--- src/hw/urr_pkg.sv ---
// Contract
// - Input is sampled on a tick running at sixteen times the baud rate.
// - Tick count restarts after each start bit and each one-to-zero data change.
// - Start search wants a zero after three ones; edge starts the 16-tick count.
// - Start verified at ticks 3, 5, 7; one high sample means noise.
// - Two or more high verification samples abandon the start and resume hunting.
// - Data bit is majority of ticks 8, 9, 10; disagreement flags noise.
// - Start ticks 8-10 never cancel a verified start; any high sets noise.
// - Stop bit majority of ticks 8-10; zeros give framing error, disagreement noise.
// - Framing error, breaks included, is set together with receive-full.
// - Valid falling edges inside a character realign the tick count.
// - Standby request suppresses every receiver interrupt request.
// - Address-mark wake: MSB one clears standby and sets receive-full.
// - Idle-line wake clears standby without setting idle or receive-full.
// - Quiet count origin picks start bit or stop bit as idle count start.
// - Standby set on an already idle line may wake at once.
// - Receive-full set on transfer to buffer; interrupts when enabled.
// - Idle flag after 10 or 11 ones; interrupts when quiet enable set.
// - Overrun keeps old character, drops new, requests error interrupt if enabled.
// - Noise in any start, data or stop bit sets noise; error interrupt (here only when the noise enable is set).
// - Framing error requests an error interrupt when its enable is set.
// - Parity mismatch sets parity error; error interrupt when enabled.
// - Rouse select one means address mark, zero idle line; reset clears.
// - Quiet origin one counts after stop bit, zero after start bit.
// - Length select gives 8 or 9 data bits, 10 or 11 bit frames.
package urr_pkg;
  localparam int ADDR_W = 6;

  localparam logic [ADDR_W-1:0] OFF_DATA        = 6'h00;
  localparam logic [ADDR_W-1:0] OFF_STATUS      = 6'h04;
  localparam logic [ADDR_W-1:0] OFF_CTRL_ONE    = 6'h08;
  localparam logic [ADDR_W-1:0] OFF_CTRL_TWO    = 6'h0C;
  localparam logic [ADDR_W-1:0] OFF_CTRL_THREE  = 6'h10;
  localparam logic [ADDR_W-1:0] OFF_DIVISOR     = 6'h14;

  localparam int SB_FULL    = 0;
  localparam int SB_IDLE    = 1;
  localparam int SB_OVERRUN = 2;
  localparam int SB_NOISE   = 3;
  localparam int SB_FRAMING = 4;
  localparam int SB_PARITY  = 5;
  localparam int SB_COUNT   = 6;

  localparam logic [15:0] DIVISOR_RESET = 16'h0041;

  localparam logic [4:0] RT_1     = 5'h01;
  localparam logic [4:0] RT_2     = 5'h02;
  localparam logic [4:0] RT_3     = 5'h03;
  localparam logic [4:0] RT_5     = 5'h05;
  localparam logic [4:0] RT_7     = 5'h07;
  localparam logic [4:0] RT_8     = 5'h08;
  localparam logic [4:0] RT_9     = 5'h09;
  localparam logic [4:0] RT_10    = 5'h0A;
  localparam logic [4:0] RT_LATE  = 5'h04;
  localparam logic [4:0] RT_EARLY = 5'h0C;
  localparam logic [4:0] RT_16    = 5'h10;

  localparam logic [3:0] LAST_BIT_8 = 4'h7;
  localparam logic [3:0] LAST_BIT_9 = 4'h8;
  localparam logic [3:0] FRAME_LEN_8 = 4'hA;
  localparam logic [3:0] FRAME_LEN_9 = 4'hB;

  localparam logic [1:0] RESP_OKAY   = 2'h0;
  localparam logic [1:0] RESP_SLVERR = 2'h2;

  typedef enum logic [1:0] {
    ST_HUNT  = 2'b00,
    ST_START = 2'b01,
    ST_DATA  = 2'b10,
    ST_STOP  = 2'b11
  } urr_state_type;

  // Control one, bit 0 is receiver enable
  typedef struct packed {
    logic odd_parity_select;
    logic parity_on;
    logic quiet_count_origin;
    logic rouse_addr;
    logic nine_bit;
    logic rx_on;
  } urr_ctrl_type;

  typedef struct packed {
    logic standby_request;
    logic quiet_line_irq_enable;
    logic receive_full_irq_enable;
  } urr_c2_type;

  typedef struct packed {
    logic parity_irq_enable;
    logic framing_irq_enable;
    logic noise_irq_enable;
    logic overrun_irq_enable;
  } urr_c3_type;
endpackage

--- src/hw/urr_receiver.sv ---
// The address map and the AXI4-Lite register port are this design's own decisions.
`timescale 1ns/10ps
module urr_receiver #(
  parameter int DIV_W = 16
) (
  // Clock and reset
  input  wire logic                      aclk,
  input  wire logic                      aresetn,
  // Serial line
  input  wire logic                      serial_in,
  // AXI4-Lite write address and data
  input  wire logic                      awvalid,
  output logic                           awready,
  input  wire logic [urr_pkg::ADDR_W-1:0] awaddr,
  input  wire logic                      wvalid,
  output logic                           wready,
  input  wire logic [31:0]               wdata,
  input  wire logic [3:0]                wstrb,
  // AXI4-Lite write response
  output logic                           bvalid,
  input  wire logic                      bready,
  output logic [1:0]                     bresp,
  // AXI4-Lite read
  input  wire logic                      arvalid,
  output logic                           arready,
  input  wire logic [urr_pkg::ADDR_W-1:0] araddr,
  output logic                           rvalid,
  input  wire logic                      rready,
  output logic [31:0]                    rdata,
  output logic [1:0]                     rresp,
  // Interrupt requests
  output logic                           rx_irq,
  output logic                           err_irq
);
  import urr_pkg::*;

  logic                rx_meta;
  logic                rx_sync;
  logic                prev_sample;
  logic                sample;
  logic                tick;
  urr_state_type       state;
  logic [4:0]          rt;
  logic [1:0]          ones_cnt;
  logic [3:0]          bit_idx;
  logic [1:0]          votes;
  logic                noise_acc;
  logic                last_bit;
  logic [8:0]          shift;
  urr_ctrl_type        ctrl;
  urr_c2_type          c2;
  urr_c3_type          c3;
  logic [DIV_W-1:0]    divisor;
  logic [8:0]          data_buffer;
  logic                full_flag;
  logic                idle_flag;
  logic                overrun_flag;
  logic                noise_flag;
  logic                framing_flag;
  logic                parity_flag;
  logic [3:0]          quiet_ticks;
  logic [3:0]          quiet_bits;
  logic                idle_armed;
  logic [ADDR_W-1:0]   wr_addr;
  logic [31:0]         wr_data;
  logic [3:0]          wr_strb;
  logic                aw_ok;
  logic                w_ok;
  logic [1:0]          vote_ones;
  logic                vote_bit;
  logic                vote_mixed;
  logic                start_found;
  logic                bit_event;
  logic                char_done;
  logic                resync;
  logic [3:0]          last_idx;
  logic [3:0]          frame_len;
  logic                msb;
  logic                par_err;
  logic                idle_hit;
  logic                wake_addr;
  logic                wake_idle;
  logic                accept;
  logic                set_new;
  logic                idle_event;
  logic                do_write;
  logic                rd_take;
  logic                rd_clear_full;
  logic [SB_COUNT-1:0] status_word;
  logic [SB_COUNT-1:0] clr;
  logic [31:0]         rd_word;
  logic                rd_ok;
  logic                wr_ok;

  // Two-stage synchroniser, line idles high
  always_ff @(posedge aclk) begin
    if (!aresetn) begin
      rx_meta <= 1'b1;
      rx_sync <= 1'b1;
    end else begin
      rx_meta <= serial_in;
      rx_sync <= rx_meta;
    end
  end

  assign sample = rx_sync;

  urr_tick_gen #(
    .DIV_W   (DIV_W)
  ) u_tick (
    .aclk    (aclk),
    .aresetn (aresetn),
    .divisor (divisor),
    .tick    (tick)
  );

  assign vote_ones  = {1'b0, votes[0]} + {1'b0, votes[1]} + {1'b0, sample};
  assign vote_bit   = vote_ones >= 2'h2;
  assign vote_mixed = (vote_ones != 2'h0) && (vote_ones != 2'h3);
  assign last_idx   = ctrl.nine_bit ? LAST_BIT_9 : LAST_BIT_8;
  assign frame_len  = ctrl.nine_bit ? FRAME_LEN_9 : FRAME_LEN_8;
  assign msb        = ctrl.nine_bit ? shift[8] : shift[7];
  // Bit 8 stays clear in 8-bit mode, so parity covers all of shift
  assign par_err    = ctrl.parity_on && ((^shift) != ctrl.odd_parity_select);

  assign start_found = tick && ctrl.rx_on && state == ST_HUNT && !sample
                       && ones_cnt == 2'h3;
  assign bit_event   = tick && (state == ST_DATA || state == ST_STOP) && rt == RT_10;
  assign char_done   = bit_event && state == ST_STOP;
  // Falling edge only counts after a bit decided as one, near a boundary
  assign resync      = tick && prev_sample && !sample && last_bit
                       && (state == ST_DATA || state == ST_STOP)
                       && (rt >= RT_EARLY || rt <= RT_LATE);

  assign idle_hit   = quiet_bits >= frame_len;
  assign wake_addr  = char_done && c2.standby_request && ctrl.rouse_addr && msb;
  assign wake_idle  = c2.standby_request && !ctrl.rouse_addr && idle_hit;
  assign accept     = char_done && (!c2.standby_request || wake_addr);
  assign idle_event = idle_armed && idle_hit && !c2.standby_request;

  // Reception sequencer
  always_ff @(posedge aclk) begin
    if (!aresetn) begin
      state     <= ST_HUNT;
      rt        <= RT_1;
      ones_cnt  <= 2'h0;
      bit_idx   <= 4'h0;
      votes     <= 2'h0;
      noise_acc <= 1'b0;
      last_bit  <= 1'b0;
      shift     <= 9'h000;
    end else if (!ctrl.rx_on) begin
      state    <= ST_HUNT;
      ones_cnt <= 2'h0;
    end else if (tick) begin
      case (state)
        ST_HUNT: begin
          if (sample) begin
            if (ones_cnt != 2'h3) begin
              ones_cnt <= ones_cnt + 2'h1;
            end
          end else begin
            ones_cnt <= 2'h0;
            if (start_found) begin
              state     <= ST_START;
              rt        <= RT_2;
              noise_acc <= 1'b0;
              last_bit  <= 1'b0;
              bit_idx   <= 4'h0;
              shift     <= 9'h000;
            end
          end
        end
        ST_START: begin
          rt <= rt + 5'h01;
          if (rt == RT_3 || rt == RT_8) begin
            votes[0] <= sample;
          end
          if (rt == RT_5 || rt == RT_9) begin
            votes[1] <= sample;
          end
          if (rt == RT_7) begin
            if (vote_ones >= 2'h2) begin
              state    <= ST_HUNT;
              ones_cnt <= 2'h0;
            end else if (vote_ones == 2'h1) begin
              noise_acc <= 1'b1;
            end
          end
          if (rt == RT_10 && vote_ones != 2'h0) begin
            noise_acc <= 1'b1;
          end
          if (rt == RT_16) begin
            state <= ST_DATA;
            rt    <= RT_1;
          end
        end
        default: begin
          rt <= rt + 5'h01;
          if (rt == RT_8) begin
            votes[0] <= sample;
          end
          if (rt == RT_9) begin
            votes[1] <= sample;
          end
          if (bit_event) begin
            noise_acc <= noise_acc | vote_mixed;
            last_bit  <= vote_bit;
            if (state == ST_DATA) begin
              shift[bit_idx] <= vote_bit;
            end else begin
              state    <= ST_HUNT;
              ones_cnt <= vote_bit ? 2'h3 : 2'h0;
            end
          end
          if (resync) begin
            rt <= RT_2;
          end
          if (state == ST_DATA && (rt == RT_16 || (resync && rt >= RT_EARLY))) begin
            if (!resync) begin
              rt <= RT_1;
            end
            if (bit_idx == last_idx) begin
              state <= ST_STOP;
            end else begin
              bit_idx <= bit_idx + 4'h1;
            end
          end
        end
      endcase
    end
  end

  always_ff @(posedge aclk) begin
    if (!aresetn) begin
      prev_sample <= 1'b1;
    end else if (tick) begin
      prev_sample <= sample;
    end
  end

  // Quiet line counting in bit times
  always_ff @(posedge aclk) begin
    if (!aresetn) begin
      quiet_ticks <= 4'h0;
      quiet_bits  <= 4'h0;
      idle_armed  <= 1'b0;
    end else begin
      if (idle_event || wake_idle) begin
        idle_armed <= 1'b0;
      end
      if (start_found) begin
        quiet_ticks <= 4'h0;
        quiet_bits  <= 4'h0;
        idle_armed  <= 1'b1;
      end else if (bit_event) begin
        quiet_ticks <= 4'h0;
        if (vote_bit && !ctrl.quiet_count_origin && quiet_bits != 4'hF) begin
          quiet_bits <= quiet_bits + 4'h1;
        end else begin
          quiet_bits <= 4'h0;
        end
      end else if (tick && state == ST_HUNT) begin
        if (!sample) begin
          quiet_ticks <= 4'h0;
          quiet_bits  <= 4'h0;
        end else begin
          quiet_ticks <= quiet_ticks + 4'h1;
          if (quiet_ticks == 4'hF && quiet_bits != 4'hF) begin
            quiet_bits <= quiet_bits + 4'h1;
          end
        end
      end
    end
  end

  // Buffer and flags; read of the buffer counts as done before a new arrival
  assign rd_take       = arvalid && arready;
  assign rd_clear_full = rd_take && araddr == OFF_DATA;
  assign do_write      = aw_ok && w_ok && !bvalid;
  assign clr = (do_write && wr_addr == OFF_STATUS && wr_strb[0]) ? wr_data[SB_COUNT-1:0]
                                                                 : '0;
  assign set_new = accept && (!full_flag || rd_clear_full);

  always_ff @(posedge aclk) begin
    if (!aresetn) begin
      data_buffer  <= 9'h000;
      full_flag    <= 1'b0;
      idle_flag    <= 1'b0;
      overrun_flag <= 1'b0;
      noise_flag   <= 1'b0;
      framing_flag <= 1'b0;
      parity_flag  <= 1'b0;
    end else begin
      if (set_new) begin
        data_buffer <= shift;
      end
      full_flag    <= (full_flag && !rd_clear_full && !clr[SB_FULL]) || set_new;
      idle_flag    <= (idle_flag && !clr[SB_IDLE]) || idle_event;
      overrun_flag <= (overrun_flag && !clr[SB_OVERRUN])
                      || (accept && full_flag && !rd_clear_full);
      noise_flag   <= (noise_flag && !clr[SB_NOISE])
                      || (set_new && (noise_acc || vote_mixed));
      framing_flag <= (framing_flag && !clr[SB_FRAMING]) || (set_new && !vote_bit);
      parity_flag  <= (parity_flag && !clr[SB_PARITY]) || (set_new && par_err);
    end
  end

  // Interrupt requests, silenced in standby
  always_ff @(posedge aclk) begin
    if (!aresetn) begin
      rx_irq  <= 1'b0;
      err_irq <= 1'b0;
    end else begin
      rx_irq  <= !c2.standby_request
                 && ((full_flag && c2.receive_full_irq_enable)
                     || (idle_flag && c2.quiet_line_irq_enable));
      err_irq <= !c2.standby_request
                 && ((overrun_flag && c3.overrun_irq_enable)
                     || (noise_flag && c3.noise_irq_enable)
                     || (framing_flag && c3.framing_irq_enable)
                     || (parity_flag && c3.parity_irq_enable));
    end
  end

  // Software registers; a write setting standby beats a wake
  always_ff @(posedge aclk) begin
    if (!aresetn) begin
      ctrl    <= '0;
      c2      <= '0;
      c3      <= '0;
      divisor <= DIV_W'(DIVISOR_RESET);
    end else begin
      if (wake_addr || wake_idle) begin
        c2.standby_request <= 1'b0;
      end
      if (do_write && wr_strb[0]) begin
        if (wr_addr == OFF_CTRL_ONE) begin
          ctrl <= wr_data[$bits(urr_ctrl_type)-1:0];
        end else if (wr_addr == OFF_CTRL_TWO) begin
          c2 <= wr_data[$bits(urr_c2_type)-1:0];
        end else if (wr_addr == OFF_CTRL_THREE) begin
          c3 <= wr_data[$bits(urr_c3_type)-1:0];
        end else if (wr_addr == OFF_DIVISOR) begin
          divisor[7:0] <= wr_data[7:0];
        end
      end
      if (do_write && wr_strb[1] && wr_addr == OFF_DIVISOR) begin
        divisor[DIV_W-1:8] <= wr_data[DIV_W-1:8];
      end
    end
  end

  always_comb begin
    status_word              = '0;
    status_word[SB_FULL]     = full_flag;
    status_word[SB_IDLE]     = idle_flag;
    status_word[SB_OVERRUN]  = overrun_flag;
    status_word[SB_NOISE]    = noise_flag;
    status_word[SB_FRAMING]  = framing_flag;
    status_word[SB_PARITY]   = parity_flag;
  end

  always_comb begin
    rd_word = 32'h0000_0000;
    rd_ok   = 1'b1;
    if (araddr == OFF_DATA) begin
      rd_word[8:0] = data_buffer;
    end else if (araddr == OFF_STATUS) begin
      rd_word[SB_COUNT-1:0] = status_word;
    end else if (araddr == OFF_CTRL_ONE) begin
      rd_word[$bits(urr_ctrl_type)-1:0] = ctrl;
    end else if (araddr == OFF_CTRL_TWO) begin
      rd_word[$bits(urr_c2_type)-1:0] = c2;
    end else if (araddr == OFF_CTRL_THREE) begin
      rd_word[$bits(urr_c3_type)-1:0] = c3;
    end else if (araddr == OFF_DIVISOR) begin
      rd_word[DIV_W-1:0] = divisor;
    end else begin
      rd_ok = 1'b0;
    end
  end

  assign wr_ok = wr_addr == OFF_DATA || wr_addr == OFF_STATUS || wr_addr == OFF_CTRL_ONE
                 || wr_addr == OFF_CTRL_TWO || wr_addr == OFF_CTRL_THREE
                 || wr_addr == OFF_DIVISOR;

  // AXI4-Lite write side
  always_ff @(posedge aclk) begin
    if (!aresetn) begin
      awready <= 1'b1;
      wready  <= 1'b1;
      aw_ok   <= 1'b0;
      w_ok    <= 1'b0;
      wr_addr <= '0;
      wr_data <= 32'h0000_0000;
      wr_strb <= 4'h0;
      bvalid  <= 1'b0;
      bresp   <= RESP_OKAY;
    end else begin
      if (awvalid && awready) begin
        wr_addr <= awaddr;
        aw_ok   <= 1'b1;
        awready <= 1'b0;
      end
      if (wvalid && wready) begin
        wr_data <= wdata;
        wr_strb <= wstrb;
        w_ok    <= 1'b1;
        wready  <= 1'b0;
      end
      if (do_write) begin
        aw_ok  <= 1'b0;
        w_ok   <= 1'b0;
        bvalid <= 1'b1;
        bresp  <= wr_ok ? RESP_OKAY : RESP_SLVERR;
      end
      if (bvalid && bready) begin
        bvalid  <= 1'b0;
        awready <= 1'b1;
        wready  <= 1'b1;
      end
    end
  end

  // AXI4-Lite read side
  always_ff @(posedge aclk) begin
    if (!aresetn) begin
      arready <= 1'b1;
      rvalid  <= 1'b0;
      rdata   <= 32'h0000_0000;
      rresp   <= RESP_OKAY;
    end else begin
      if (rd_take) begin
        arready <= 1'b0;
        rvalid  <= 1'b1;
        rdata   <= rd_word;
        rresp   <= rd_ok ? RESP_OKAY : RESP_SLVERR;
      end
      if (rvalid && rready) begin
        rvalid  <= 1'b0;
        arready <= 1'b1;
      end
    end
  end
endmodule

--- src/hw/urr_tick_gen.sv ---
`timescale 1ns/10ps
module urr_tick_gen #(
  parameter int DIV_W = 16
) (
  // Clock and reset
  input  wire logic             aclk,
  input  wire logic             aresetn,
  // Divisor in clock cycles per tick
  input  wire logic [DIV_W-1:0] divisor,
  output logic                  tick
);
  logic [DIV_W-1:0] count;

  // Zero divisor behaves as one
  always_ff @(posedge aclk) begin
    if (!aresetn) begin
      count <= '0;
      tick  <= 1'b0;
    end else if (divisor == '0 || count >= divisor - DIV_W'(1)) begin
      count <= '0;
      tick  <= 1'b1;
    end else begin
      count <= count + DIV_W'(1);
      tick  <= 1'b0;
    end
  end
endmodule

--- config.mk ---
export PLATFORM = sky130hd
export DESIGN_NAME = urr_receiver
export DESIGN_NICKNAME = d
export VERILOG_FILES = /design/src/hw/urr_pkg.sv /design/src/hw/urr_receiver.sv /design/src/hw/urr_tick_gen.sv
export SDC_FILE = /design/constraint.sdc
export NUM_CORES = 1
export LEC_CHECK = 0
export BUFFER_PORTS_ARGS = -buffer_cell sky130_fd_sc_hd__clkbuf_2
export CORE_ASPECT_RATIO = 1.4
export CORE_MARGIN = 2
export CORE_UTILIZATION = 55
export CTS_BUF_LIST = sky130_fd_sc_hd__clkbuf_4
export DETAILED_ROUTE_END_ITERATION = 8
export GPL_TIMING_DRIVEN = 1
export PLACE_DENSITY_LB_ADDON = 0.2
export SYNTH_ARGS = -nofsm -noshare
export SYNTH_HDL_FRONTEND = slang
export SYNTH_SLANG_ARGS = --single-unit
--- constraint.sdc ---
create_clock -name aclk -period 8.8 [get_ports aclk]
set_clock_uncertainty 0.05 [all_clocks]
set_input_delay 1.76 -clock aclk [delete_from_list [all_inputs] [get_ports aclk]]
set_output_delay 1.76 -clock aclk [all_outputs]
set_load 0.02 [all_outputs]
# After elaboration in Yosys (flattened, before gate mapping)
# Cells that the tools add are included.
dict set report op_classes {
  order_cmp 7
  shifts 0
  bitwise 7
  div_mod_pow 0
  addsub 9
  n_reduce_logical 139
  eq_ne 43
  multipliers 0
  muxes 92
}
# op count
set ops {}
lappend ops {{16-bit two-way mux} 6}
lappend ops {{1-bit logical AND} 64}
lappend ops {{4-bit two-way mux} 12}
lappend ops {{9-bit two-way mux} 5}
lappend ops {{2-bit two-way mux} 16}
lappend ops {{5-bit two-way mux} 6}
lappend ops {{1-bit logical OR} 26}
lappend ops {{1-bit two-way mux} 25}
lappend ops {{6-bit by 4-bit == test with 1-bit output, second input constant} 4}
lappend ops {{6-bit by 5-bit == test with 1-bit output, second input constant} 4}
lappend ops {{10-bit two-way mux} 2}
lappend ops {{5-bit AND reduction} 4}
lappend ops {{6-bit two-way mux} 3}
lappend ops {{2-bit != test, second input constant} 9}
lappend ops {{9-bit case mux with 2 select lines} 1}
lappend ops {{16-bit by 1-bit adder with 16-bit output, second input constant} 1}
lappend ops {{16-bit greater-or-equal comparator} 1}
lappend ops {{16-bit logical NOT} 1}
lappend ops {{2-bit nonzero test} 8}
lappend ops {{16-bit by 1-bit subtractor with 16-bit output, second input constant} 1}
lappend ops {{5-bit by 4-bit == test with 1-bit output, second input constant} 3}
lappend ops {{3-bit != test, second input constant} 5}
lappend ops {{1-bit logical NOT} 14}
lappend ops {{7-bit AND reduction} 2}
lappend ops {{other kinds (46)} 74}
dict set report word_totals {
  reg_bits 152
  mem_bits_ro 0
  out_inout_bits 43
  input_bits 56
  mem_bits_rw 0
  elab_cells 351
  memories 0
  latch_bits 0
}

# Depth between registers and ports, before layout
# Gate-level depths: netlist (run 1).
dict set report logic_depth {
  ltp_word 13
  ltp_mapped 14
  depth_no_buf 13
}

# Hierarchy
# Synthesis (run 1) repeated with hierarchy kept, for this count alone.
dict set report hier_totals {
  hier_cells 921
  hier_area_um2 7748.7
}
# mod cells_per_inst area_each_um2 n_inst
set by_module_without_submodules {}
lappend by_module_without_submodules {urr_receiver 759 6404.9 1}
lappend by_module_without_submodules {urr_tick_gen 162 1343.8 1}

# Least setup slack after synthesis (run 1)
# Ideal clock, no wire load.
dict set report synth_path {
  kind {input-to-reg}
  from {in araddr[1] (netlist name)}
  to {reg data_buffer[0]}
  path_buffers 1
  stages 7
  path_slack_ns 5.351
  t_arrival_ns 3.272
  path_cell_list {or4_4 > buf_6 > or4_4 > nand2_8 > nand2_8 > mux2i_1 > nor2_1}
}
dict set report synth_between {
  elab_chain_len 4
}
# item line_no
set synth_rtl {}
lappend synth_rtl {{start: declaration} urr_receiver.sv:26} ;# input wire logic [urr_pkg::ADDR_W-1:0] araddr,
lappend synth_rtl {{6-bit logical NOT} urr_receiver.sv:279} ;# assign rd_clear_full = rd_take && araddr == OFF_DATA;
lappend synth_rtl {{1-bit logical AND} urr_receiver.sv:279}
lappend synth_rtl {{1-bit logical OR} urr_receiver.sv:283} ;# assign set_new = accept && (!full_flag || rd_clear_full);
lappend synth_rtl {{1-bit logical AND} urr_receiver.sv:283}
lappend synth_rtl {{end signal: assignment} urr_receiver.sv:296} ;# data_buffer <= shift;
lappend synth_rtl {{end: declaration} urr_receiver.sv:54} ;# logic [8:0] data_buffer;
# Every way passes these cells.
# A chain may end at the register's enable or synchronous reset.

# Final worst setup path (run 1)
dict set report layout_path {
  from {reg divisor[2]}
  to {reg u_tick.count[9]}
}
dict set report layout_between {
  elab_chain_len 4
  elab_cells_between_ends 5
  cone_classes {add/sub (1); order compare (1); reduce/logical (3)}
}
# item line_no
set layout_rtl {}
lappend layout_rtl {{start: declaration} urr_receiver.sv:53} ;# logic [DIV_W-1:0] divisor;
lappend layout_rtl {{start signal: assignment} urr_receiver.sv:332} ;# divisor <= DIV_W'(DIVISOR_RESET);
lappend layout_rtl {{start signal: assignment} urr_receiver.sv:345} ;# divisor[7:0] <= wr_data[7:0];
lappend layout_rtl {{start signal: indexed assignment} urr_receiver.sv:349} ;# divisor[DIV_W-1:8] <= wr_data[DIV_W-1:8];
lappend layout_rtl {{16-bit by 1-bit subtractor with 16-bit output} urr_tick_gen.sv:19} ;# end else if (divisor == '0 || count >= divisor - DIV_W'(1)) begin
lappend layout_rtl {{16-bit greater-or-equal comparator} urr_tick_gen.sv:19}
lappend layout_rtl {{1-bit logical OR *} urr_tick_gen.sv:19}
lappend layout_rtl {{2-bit OR reduction (no source line) *} n/a}
lappend layout_rtl {{end signal: assignment} urr_tick_gen.sv:23} ;# count <= count + DIV_W'(1);
lappend layout_rtl {{end: declaration} urr_tick_gen.sv:12} ;# logic [DIV_W-1:0] count;
# Mark *: on every way between the ends. The rest lies on a longest branch, timed or not.

==> impl_metrics.env, run 1 <==
export IMPL_status="finished, final reports clean"
export IMPL_rows=50
export IMPL_holdBufCountCts=0
export IMPL_antennaDiodeCount=0
export IMPL_grt_pass1_vias=5764
export IMPL_clk_pin_slew_worst_paths_ns=0.14
export IMPL_slew_headroom=0.349
export IMPL_worst_slew_pin_slew_ns=0.977
export IMPL_grt_pass1_wl_mm=27.2
export IMPL_post_drt_wl_per_cell_um=15.0
export IMPL_synth_distinct_cells=67
export IMPL_pwr_density_cell_nw_per_um2=143
export IMPL_htreeDepth=4
export IMPL_final_fill_count=1300
export IMPL_synth_async_sr_flop_share=0
export IMPL_die_h_um=142
export IMPL_wl_met1_mm=6.66
export IMPL_cts_tree="yes"
export IMPL_routed_wl_mm=16.7
export IMPL_crit_path_end_kind="register"
export IMPL_clk_latency_ns=0.57
export IMPL_leakagePower_uw=0.00317
export IMPL_arrival_ns=3.95
export IMPL_clock_sinks=150
export IMPL_ys_ff_latch=150
export IMPL_start_util=0.561
export IMPL_fin_util=0.603
export IMPL_ant_nets=0
export IMPL_dp_slack_ns=5.05
export IMPL_max_freq_mhz=287
export IMPL_die_w_um=103
export IMPL_ys_flop_type="dfxtp_1"
export IMPL_ir_drop_v=0.0000951
export IMPL_layout_drive_gt1_share=0.143
export IMPL_layout_setup_ws_ns=5.31
export IMPL_grt_remaining_overflow=0
export IMPL_die_area_um2=14600
export IMPL_grt_max_degree=95
export IMPL_finalSetupTns_ns=0
export IMPL_cts_buffers=17
export IMPL_via_count=6144
export IMPL_syn_instance_count=875
export IMPL_finalPower_uw=1160
export IMPL_synth_edff_count=0
export IMPL_core_area_um2=13400
export IMPL_ys_seq_area_frac=0.400
export IMPL_startpoint="divisor[2]"
export IMPL_drv_cap=0
export IMPL_finalWorstPathRequiredPeriod_ns=3.49
export IMPL_dp_cells=1082
export IMPL_gp_congestion=0.879
export IMPL_wl_met2_mm=8.90
export IMPL_crit_type="register to register"
export IMPL_avgSynthCellArea_um2=8.58
export IMPL_startpoint_type="register"
export IMPL_syn_to_final_growth_pct=7.50
export IMPL_cts_resized=0
export IMPL_rsz0062_at_grt="false"
export IMPL_drt_iter0_drc=296
export IMPL_nets=1007
export IMPL_num_io_pins=99
export IMPL_slew_viol_final=0
export IMPL_io_buffers=62
export IMPL_instances_no_fill=1114
export IMPL_drtPass1Iterations=5
export IMPL_clock_path_buffers=2
export IMPL_highest_layer="met4"
export IMPL_drc_errors=0
export IMPL_antenna_found_initial=0
export IMPL_hold_path_class="register to register"
export IMPL_hold_viol_final=0
export IMPL_cp_required_ns=9.26
export IMPL_r2r_start="divisor[2]"
export IMPL_dr_wl_met3_um=657
export IMPL_cts_setup_buffers=0
export IMPL_drt_vias_per_instance=5.52
export IMPL_ctsRootBufferMaster="clkbuf_4"
export IMPL_syn_area_um2=7510
export IMPL_worstHoldStart="rx_meta"
export IMPL_yosysWarningCount=0
export IMPL_post_route_period_util=0.396
export IMPL_grt_util_all_layers=0.238
export IMPL_critPathMaxFanout=15
export IMPL_setup_viol=0
export IMPL_hpwl_mm=12.3
power breakdown:
part	internal (uW)	switching, uW	leakage, uW
registers	690	11.4	0.00121
clock network	117	270	0.000131
logic	21.8	47.2	0.00183
cells in the mapped netlist, types with 3 or more instances:
library cell  count  share of area
dfxtp_1         150           0.40
buf_4            19          0.019
xor2_1           21          0.025
nor3_1           16          0.011
o2bb2ai_1         9          0.011
nor2_2           11         0.0092
nand2b_1          9         0.0075
buf_2             3         0.0020
mux2_2            5         0.0075
a222oi_1          3         0.0040
xnor2_1          21          0.025
or2_2             3         0.0025
nand4_1          15          0.013
nand3b_1          5         0.0050
a21oi_1          82          0.055
and3_1            7         0.0058
nand2_1         101          0.050
or4_4             3         0.0045
nor3_2            4         0.0053
and4_1            4         0.0047
a211oi_1          6         0.0060
ha_1             31          0.052
inv_1            22          0.011
nor2_1          103          0.051
nand3_1          27          0.018
mux2i_1          45          0.060
clkbuf_1         31          0.015
nor4_1            5         0.0042
o211ai_1          3         0.0030
a21o_1            9         0.0090
a22oi_1          15          0.015
nor3b_1           4         0.0040
nor2b_1          11         0.0092
or3_1             5         0.0042
a22o_1            3         0.0035
o21a_1            3         0.0030
and2_1            5         0.0042
o21ai_0          21          0.014
sequential cells by signal, indices dropped and copies added (netlist names), 2 cells and up:
register,flops
rdata,16
votes,2
bit_idx,4
ones_cnt,2
c3,4
shift,9
state,2
quiet_ticks,4
ctrl,6
u_tick.count,16
wr_strb,2
data_buffer,9
wr_data,16
quiet_bits,4
rt,5
divisor,16
c2,3
wr_addr,6
placed cells by master (no fill, tap or decap), drive strengths merged, types with 18 or more instances in the layout:
cell type and instances:
dfxtp 150, clkbuf 79, nand2 103, xnor2 21, nand3 27, nor3 20, xor2 21, ha 31
nor2 114, a21oi 83, conb 18, inv 28, mux2i 45, o21ai 21
worst paths after layout:
check / to / cells after the start / slack, ns
hold reg to reg: rx_sync / 1 / 0.38
hold / removal: rx_sync / 1 / 0.38
setup / recovery: u_tick.count[9] / 13 / 5.31
setup reg to reg: u_tick.count[9] / 13 / 5.31
routing by layer:
| layer | GRT usage | vias to the layer above |
|---|---|---|
| li1 | - | 3126 |
| met1 | 0.259 | 2865 |
| met3 | 0.0472 | 31 |
| met4 | 0.111 | 0 |
| met5 | 0 | - |
| met2 | 0.432 | 122 |
per-stage QoR:
stage,hold WS (ns),instance area (um2)
detailed placement,0.342,7820
finish,0.376,8070
CTS,0.379,8070
floorplan,0.336,7570
global placement,0.349,7820
global route,0.409,8070
cell families after synthesis:
family / after synthesis / share of synthesized area
XOR/XNOR: 42 / 0.0490
adder cells (fa/ha/maj): 32 / 0.0543
buffers and inverters: 79 / 0.0520
AND/OR/NAND/NOR: 349 / 0.231
flip-flops: 150 / 0.400
multiplexers: 50 / 0.0675
AO/OA/AOI/OAI: 172 / 0.146
other: 1 / 0.000500
worst max-delay path, stage by stage (launching register included):
cell	delay, ns
dfxtp_1	0.40
nor3_2	0.24
nand3_1	0.13
or3_1	0.35
or3_1	0.39
nor2_1	0.16
xnor2_1	0.14
ha_1	0.27
a21o_1	0.19
a21o_1	0.17
a21oi_1	0.14
o31a_1	0.20
o211ai_2	0.38
nor2_2	0.22
layout make-up:
class	count	area, um2	area share
Inverter	22	82.6	0.0102
Tap cell	182	228	0.0282
Sequential cell	150	3000	0.372
Multi-Input combinational cell	663	4180	0.518
Timing Repair Buffer	65	333	0.0412
Clock inverter	15	119	0.0147
Clock buffer	17	128	0.0158
No activity file was read; power rests on OpenSTA's default activity.
==> inputs of run 2 (changes only) <==
==> constraint.sdc (replaced) <==
create_clock -name aclk -period 3.3 [get_ports aclk]
set_clock_uncertainty 0.05 [all_clocks]
set_input_delay 0.66 -clock aclk [delete_from_list [all_inputs] [get_ports aclk]]
set_output_delay 0.66 -clock aclk [all_outputs]
set_load 0.02 [all_outputs]
==> impl_metrics.env, run 2 (synthesis gave the netlist of run 1 again) <==
export IMPL_leakagePower_uw=0.00324
export IMPL_drtPass1Iterations=5
export IMPL_rows=50
export IMPL_hold_path_class="primary input to register"
export IMPL_finalWorstPathRequiredPeriod_ns=3.19
export IMPL_max_freq_mhz=313
export IMPL_fin_hold_ws_ns=0.217
export IMPL_nets=1017
export IMPL_layout_setup_ws_ns=0.110
export IMPL_holdBufCountCts=0
export IMPL_cts_resized=0
export IMPL_post_route_period_util=0.967
export IMPL_gp_congestion=0.881
export IMPL_clock_sinks=150
export IMPL_die_area_um2=14600
export IMPL_via_count=6117
export IMPL_die_h_um=142
export IMPL_crit_type="register to register"
export IMPL_syn_to_final_growth_pct=9.02
export IMPL_grt_util_all_layers=0.241
export IMPL_finalSetupTns_ns=0
export IMPL_cp_required_ns=3.79
export IMPL_finalPower_uw=3100
export IMPL_status="finished, final reports clean"
export IMPL_cts_tree="yes"
export IMPL_io_buffers=62
export IMPL_hpwl_mm=12.4
export IMPL_pwr_density_cell_nw_per_um2=379
export IMPL_slew_headroom=0.499
export IMPL_start_util=0.561
export IMPL_cp_slowest_cell="dfxtp_2"
export IMPL_die_w_um=103
export IMPL_htreeDepth=4
export IMPL_cpPeakStageDelay_ns=0.37
export IMPL_grt_pass1_wl_mm=27.3
export IMPL_drc_errors=0
export IMPL_layout_common_cells="dfxtp_1, nor2_1, nand2_1"
export IMPL_setup_viol=0
export IMPL_path_cells="nor3_4, nand3_1, or3_4, or3_4, nor2_2, xnor2_1, ha_1, a21o_1, a21o_1, a21oi_1, o31a_1, o211ai_2, buf_2, nor2_1"
export IMPL_drt_iter0_drc=268
export IMPL_antenna_found_initial=1
export IMPL_clk_pin_slew_worst_paths_ns=0.13
export IMPL_final_common_cell="dfxtp_1"
export IMPL_post_drt_wl_per_cell_um=15.1
export IMPL_startpoint_type="register"
export IMPL_routed_wl_mm=17.0
export IMPL_ant_nets=0
export IMPL_num_io_pins=99
export IMPL_grt_remaining_overflow=0
export IMPL_dp_slack_ns=0.0697
export IMPL_grt_max_degree=57
export IMPL_crit_path_end_kind="register"
export IMPL_arrival_ns=3.68
export IMPL_clock_path_buffers=2
export IMPL_cts_setup_buffers=0
export IMPL_clk_latency_ns=0.59
export IMPL_worst_slew_pin_slew_ns=0.750
export IMPL_fin_util=0.611
export IMPL_grt_pass1_vias=5698
export IMPL_hold_viol_final=0
export IMPL_critPathMaxFanout=7
export IMPL_slew_viol_final=0
export IMPL_cts_buffers=17
export IMPL_core_area_um2=13400
export IMPL_ctsRootBufferMaster="clkbuf_4"
export IMPL_drv_cap=0
export IMPL_ir_drop_v=0.000185
export IMPL_layout_drive_gt1_share=0.155
export IMPL_final_fill_count=1267
export IMPL_drt_vias_per_instance=5.45
==> run 2: cell types whose count changed in the layout (fill, tap and decap cells not counted), sizes merged <==
cell    previous run  this run
inv               28        24
bufinv             0         1
buf                3        13
diode              0         1
clkbuf            79        80
==> run 2: final cells by class <==
type / instances / area, um2 / area share
multi-input cells: 663 / 4200 / 0.514
repair buffers: 75 / 422 / 0.0515
diodes: 1 / 2.50 / 0.000306
inverters: 22 / 82.6 / 0.0101
clock buffers: 18 / 135 / 0.0165
well taps: 182 / 228 / 0.0278
flip-flops and latches: 150 / 3000 / 0.367
clock inverters: 12 / 108 / 0.0131
==> run 2: layer usage <==
metal	track usage	wire (um)	vias up
li1	-	-	3127
met1	0.262	6860	2838
met2	0.452	9090	119
met3	0.0535	656	33
met4	0.0810	390	0
met5	0	0	-
==> run 2: worst paths after layout <==
kind                                   endpoint  depth (start not counted)        from  slack [ns]
worst min register to register          rx_sync                          1     rx_meta        0.37
worst min-delay path                    rx_meta                          2   serial_in        0.22
worst max register to register  u_tick.count[2]                         14  divisor[3]        0.11
worst max-delay path            u_tick.count[2]                         14  divisor[3]        0.11
==> run 2: critical path: cells and delay by family, from the launching register on <==
kind                       cells  cell delay, ns
DFF                            1            0.37
and+or+nand+nor                6            1.32
AOI/OAI and AO/OA              5            0.80
xor gates and xnor gates       1            0.12
buffers and inverters          1            0.23
adders and majority gates      1            0.26
==> run 2: power breakdown <==
| group | internal (uW) | total (uW) | switching [uW] | leakage [uW] |
|---|---|---|---|---|
| sequential | 1840 | 1870 | 28.8 | 0.00122 |
| combinational | 63.0 | 192 | 129 | 0.00189 |
| clock | 373 | 1040 | 667 | 0.000130 |
==> run 2: through the flow <==
stage,cell area [um2],cells
floorplan,7570,892
global route,8180,1123
finish,8180,1123
CTS,8150,1121
global placement,7900,1091
detailed placement,7900,1091
==> inputs of run 3 (changes only) <==
--- a/config.mk
+++ b/config.mk
@@ -9,7 +9,7 @@
 export CORE_ASPECT_RATIO = 1.4
 export CORE_MARGIN = 2
 export CORE_UTILIZATION = 55
-export CTS_BUF_LIST = sky130_fd_sc_hd__clkbuf_4
+export CTS_BUF_LIST = sky130_fd_sc_hd__clkbuf_16
 export DETAILED_ROUTE_END_ITERATION = 8
 export GPL_TIMING_DRIVEN = 1
 export PLACE_DENSITY_LB_ADDON = 0.2
==> impl_metrics.env, run 3 (synthesis gave the netlist of run 1 again) <==
export IMPL_placed_cell_area_um2=7900
export IMPL_slew_viol_final=0
export IMPL_cp_slowest_cell="or3_4"
export IMPL_fin_util=0.634
export IMPL_regArea_um2=3000
export IMPL_slew_headroom=0.504
export IMPL_antenna_found_initial=0
export IMPL_num_io_pins=99
export IMPL_critPathMaxFanout=7
export IMPL_rows=50
export IMPL_ctsRootBufferMaster="clkbuf_16"
export IMPL_drt_vias_per_instance=5.46
export IMPL_final_fill_count=1220
export IMPL_hpwl_mm=12.4
export IMPL_syn_to_final_growth_pct=13.0
export IMPL_reg2reg_slack_ns=0.07
export IMPL_holdBufCountCts=0
export IMPL_drtPass1Iterations=5
export IMPL_hold_viol_final=0
export IMPL_clk_latency_ns=0.43
export IMPL_hold_path_class="register to register"
export IMPL_path_cells="nor3_2, nand3_1, or3_4, or3_4, nor2_2, xnor2_1, ha_1, a21o_1, a21o_1, a21oi_1, o31a_1, o211ai_2, clkbuf_4, nor2_1"
export IMPL_cpPeakStageDelay_ns=0.37
export IMPL_die_h_um=142
export IMPL_nets=1019
export IMPL_die_area_um2=14600
export IMPL_grt_remaining_overflow=0
export IMPL_io_buffers=62
export IMPL_grt_util_all_layers=0.243
export IMPL_clk_pin_slew_worst_paths_ns=0.06
export IMPL_reg2regPathDepth=14
export IMPL_worst_slew_pin_slew_ns=0.743
export IMPL_grt_pass1_wl_mm=27.6
export IMPL_gp_congestion=0.881
export IMPL_via_count=6134
export IMPL_clock_path_buffers=2
export IMPL_htreeDepth=4
export IMPL_arrival_ns=3.55
export IMPL_start_util=0.561
export IMPL_status="finished, final reports clean"
export IMPL_hold_path_end="rx_sync"
export IMPL_stdcell_area_um2=8490
export IMPL_routed_wl_mm=17.2
export IMPL_worstHoldStart="rx_meta"
export IMPL_post_drt_wl_per_cell_um=15.3
export IMPL_r2r_start="divisor[3]"
export IMPL_setup_viol=0
export IMPL_whs_path_depth=1
export IMPL_grt_max_degree=57
export IMPL_crit_path_end_kind="register"
export IMPL_layout_drive_gt1_share=0.155
export IMPL_startpoint_type="register"
export IMPL_max_freq_mhz=310
export IMPL_leakagePower_uw=0.00337
export IMPL_finalSetupTns_ns=0
export IMPL_pwr_density_cell_nw_per_um2=453
export IMPL_die_w_um=103
export IMPL_core_area_um2=13400
export IMPL_drc_errors=0
export IMPL_multiInputGateArea_um2=4200
export IMPL_layout_common_cells="dfxtp_1, nor2_1, nand2_1"
export IMPL_drt_iter0_drc=238
export IMPL_post_route_period_util=0.978
export IMPL_crit_type="register to register"
export IMPL_finalWorstPathRequiredPeriod_ns=3.23
export IMPL_reg2reg_to="u_tick.count[2]"
export IMPL_antennaDiodeCount=0
export IMPL_drv_cap=0
export IMPL_grt_pass1_vias=5778
export IMPL_clock_sinks=150
export IMPL_ant_nets=0
export IMPL_cp_required_ns=3.62
export IMPL_cts_tree="yes"
export IMPL_final_common_cell="dfxtp_1"
export IMPL_ir_drop_v=0.000293
export IMPL_cts_buffers=17
-- run 3: changes by cell type in the layout (fill, tap and decap cells not counted), sizes merged --
| cell | previous run | this run |
|---|---|---|
| buf | 13 | 14 |
| diode | 1 | 0 |
| inv | 24 | 25 |
-- run 3: how the worst max path moves through the flow --
stage                           from                to  slack (ns)  cells past startpoint
after detailed placement  divisor[3]   u_tick.count[4]        0.07                     14
after global placement    divisor[3]   u_tick.count[4]        0.15                     14
after CTS                 divisor[3]   u_tick.count[4]        0.04                     14
final                     divisor[3]   u_tick.count[2]        0.07                     14
after floorplan           divisor[2]  u_tick.count[12]        0.27                     14
after global routing      divisor[3]   u_tick.count[9]       -0.04                     14
-- run 3: metal layers --
metal / part of all wire / GRT usage
met1: 0.40 / 0.264
met2: 0.54 / 0.456
met4: 0.019 / 0.0762
met3: 0.041 / 0.0545
met5: 0 / 0
-- run 3: final cells by class --
| class | instances | area share |
|---|---|---|
| Clock buffer | 17 | 0.0501 |
| Clock inverter | 13 | 0.0131 |
| Inverter | 22 | 0.00973 |
| Multi-Input combinational cell | 663 | 0.495 |
| Sequential cell | 150 | 0.354 |
| Tap cell | 182 | 0.0268 |
| Timing Repair Buffer | 77 | 0.0518 |
-- run 3: worst max-delay path, delay by kind of cell (launching register included) --
kind	cells	cell delay (ns)
AO/OA/AOI/OAI	5	0.82
XOR/XNOR	1	0.12
adder cells (fa/ha/maj)	1	0.26
buffers and inverters	1	0.24
flip-flops	1	0.35
AND/OR/NAND/NOR	6	1.34
-- run 3: metrics by stage --
| stage | hold slack, ns | power (uW) | std cells | setup WS (ns) |
|---|---|---|---|---|
| finish | 0.359 | 3840 | 1124 | 0.0728 |
| global route | 0.381 | 3960 | 1124 | -0.0379 |
| CTS | 0.355 | 3870 | 1121 | 0.0410 |
| detailed placement | 0.346 | 2100 | 1091 | 0.0697 |
| global placement | 0.340 | 2100 | 1091 | 0.152 |
| floorplan | 0.336 | 2050 | 892 | 0.268 |
-- run 3: power breakdown --
group	internal [uW]	switching, uW	total, uW	leakage, uW
Combinational	63.4	130	193	0.00190
Clock	1020	755	1780	0.000262
Sequential	1840	29.1	1870	0.00121
Total	2930	914	3840	0.00337
-- run 3: timing repair --
item,4_1_cts,5_1_grt
hold endpoints to repair,0,0
setup endpoints to repair,0,15
gates resized for setup,0,6
buffers inserted,0,2
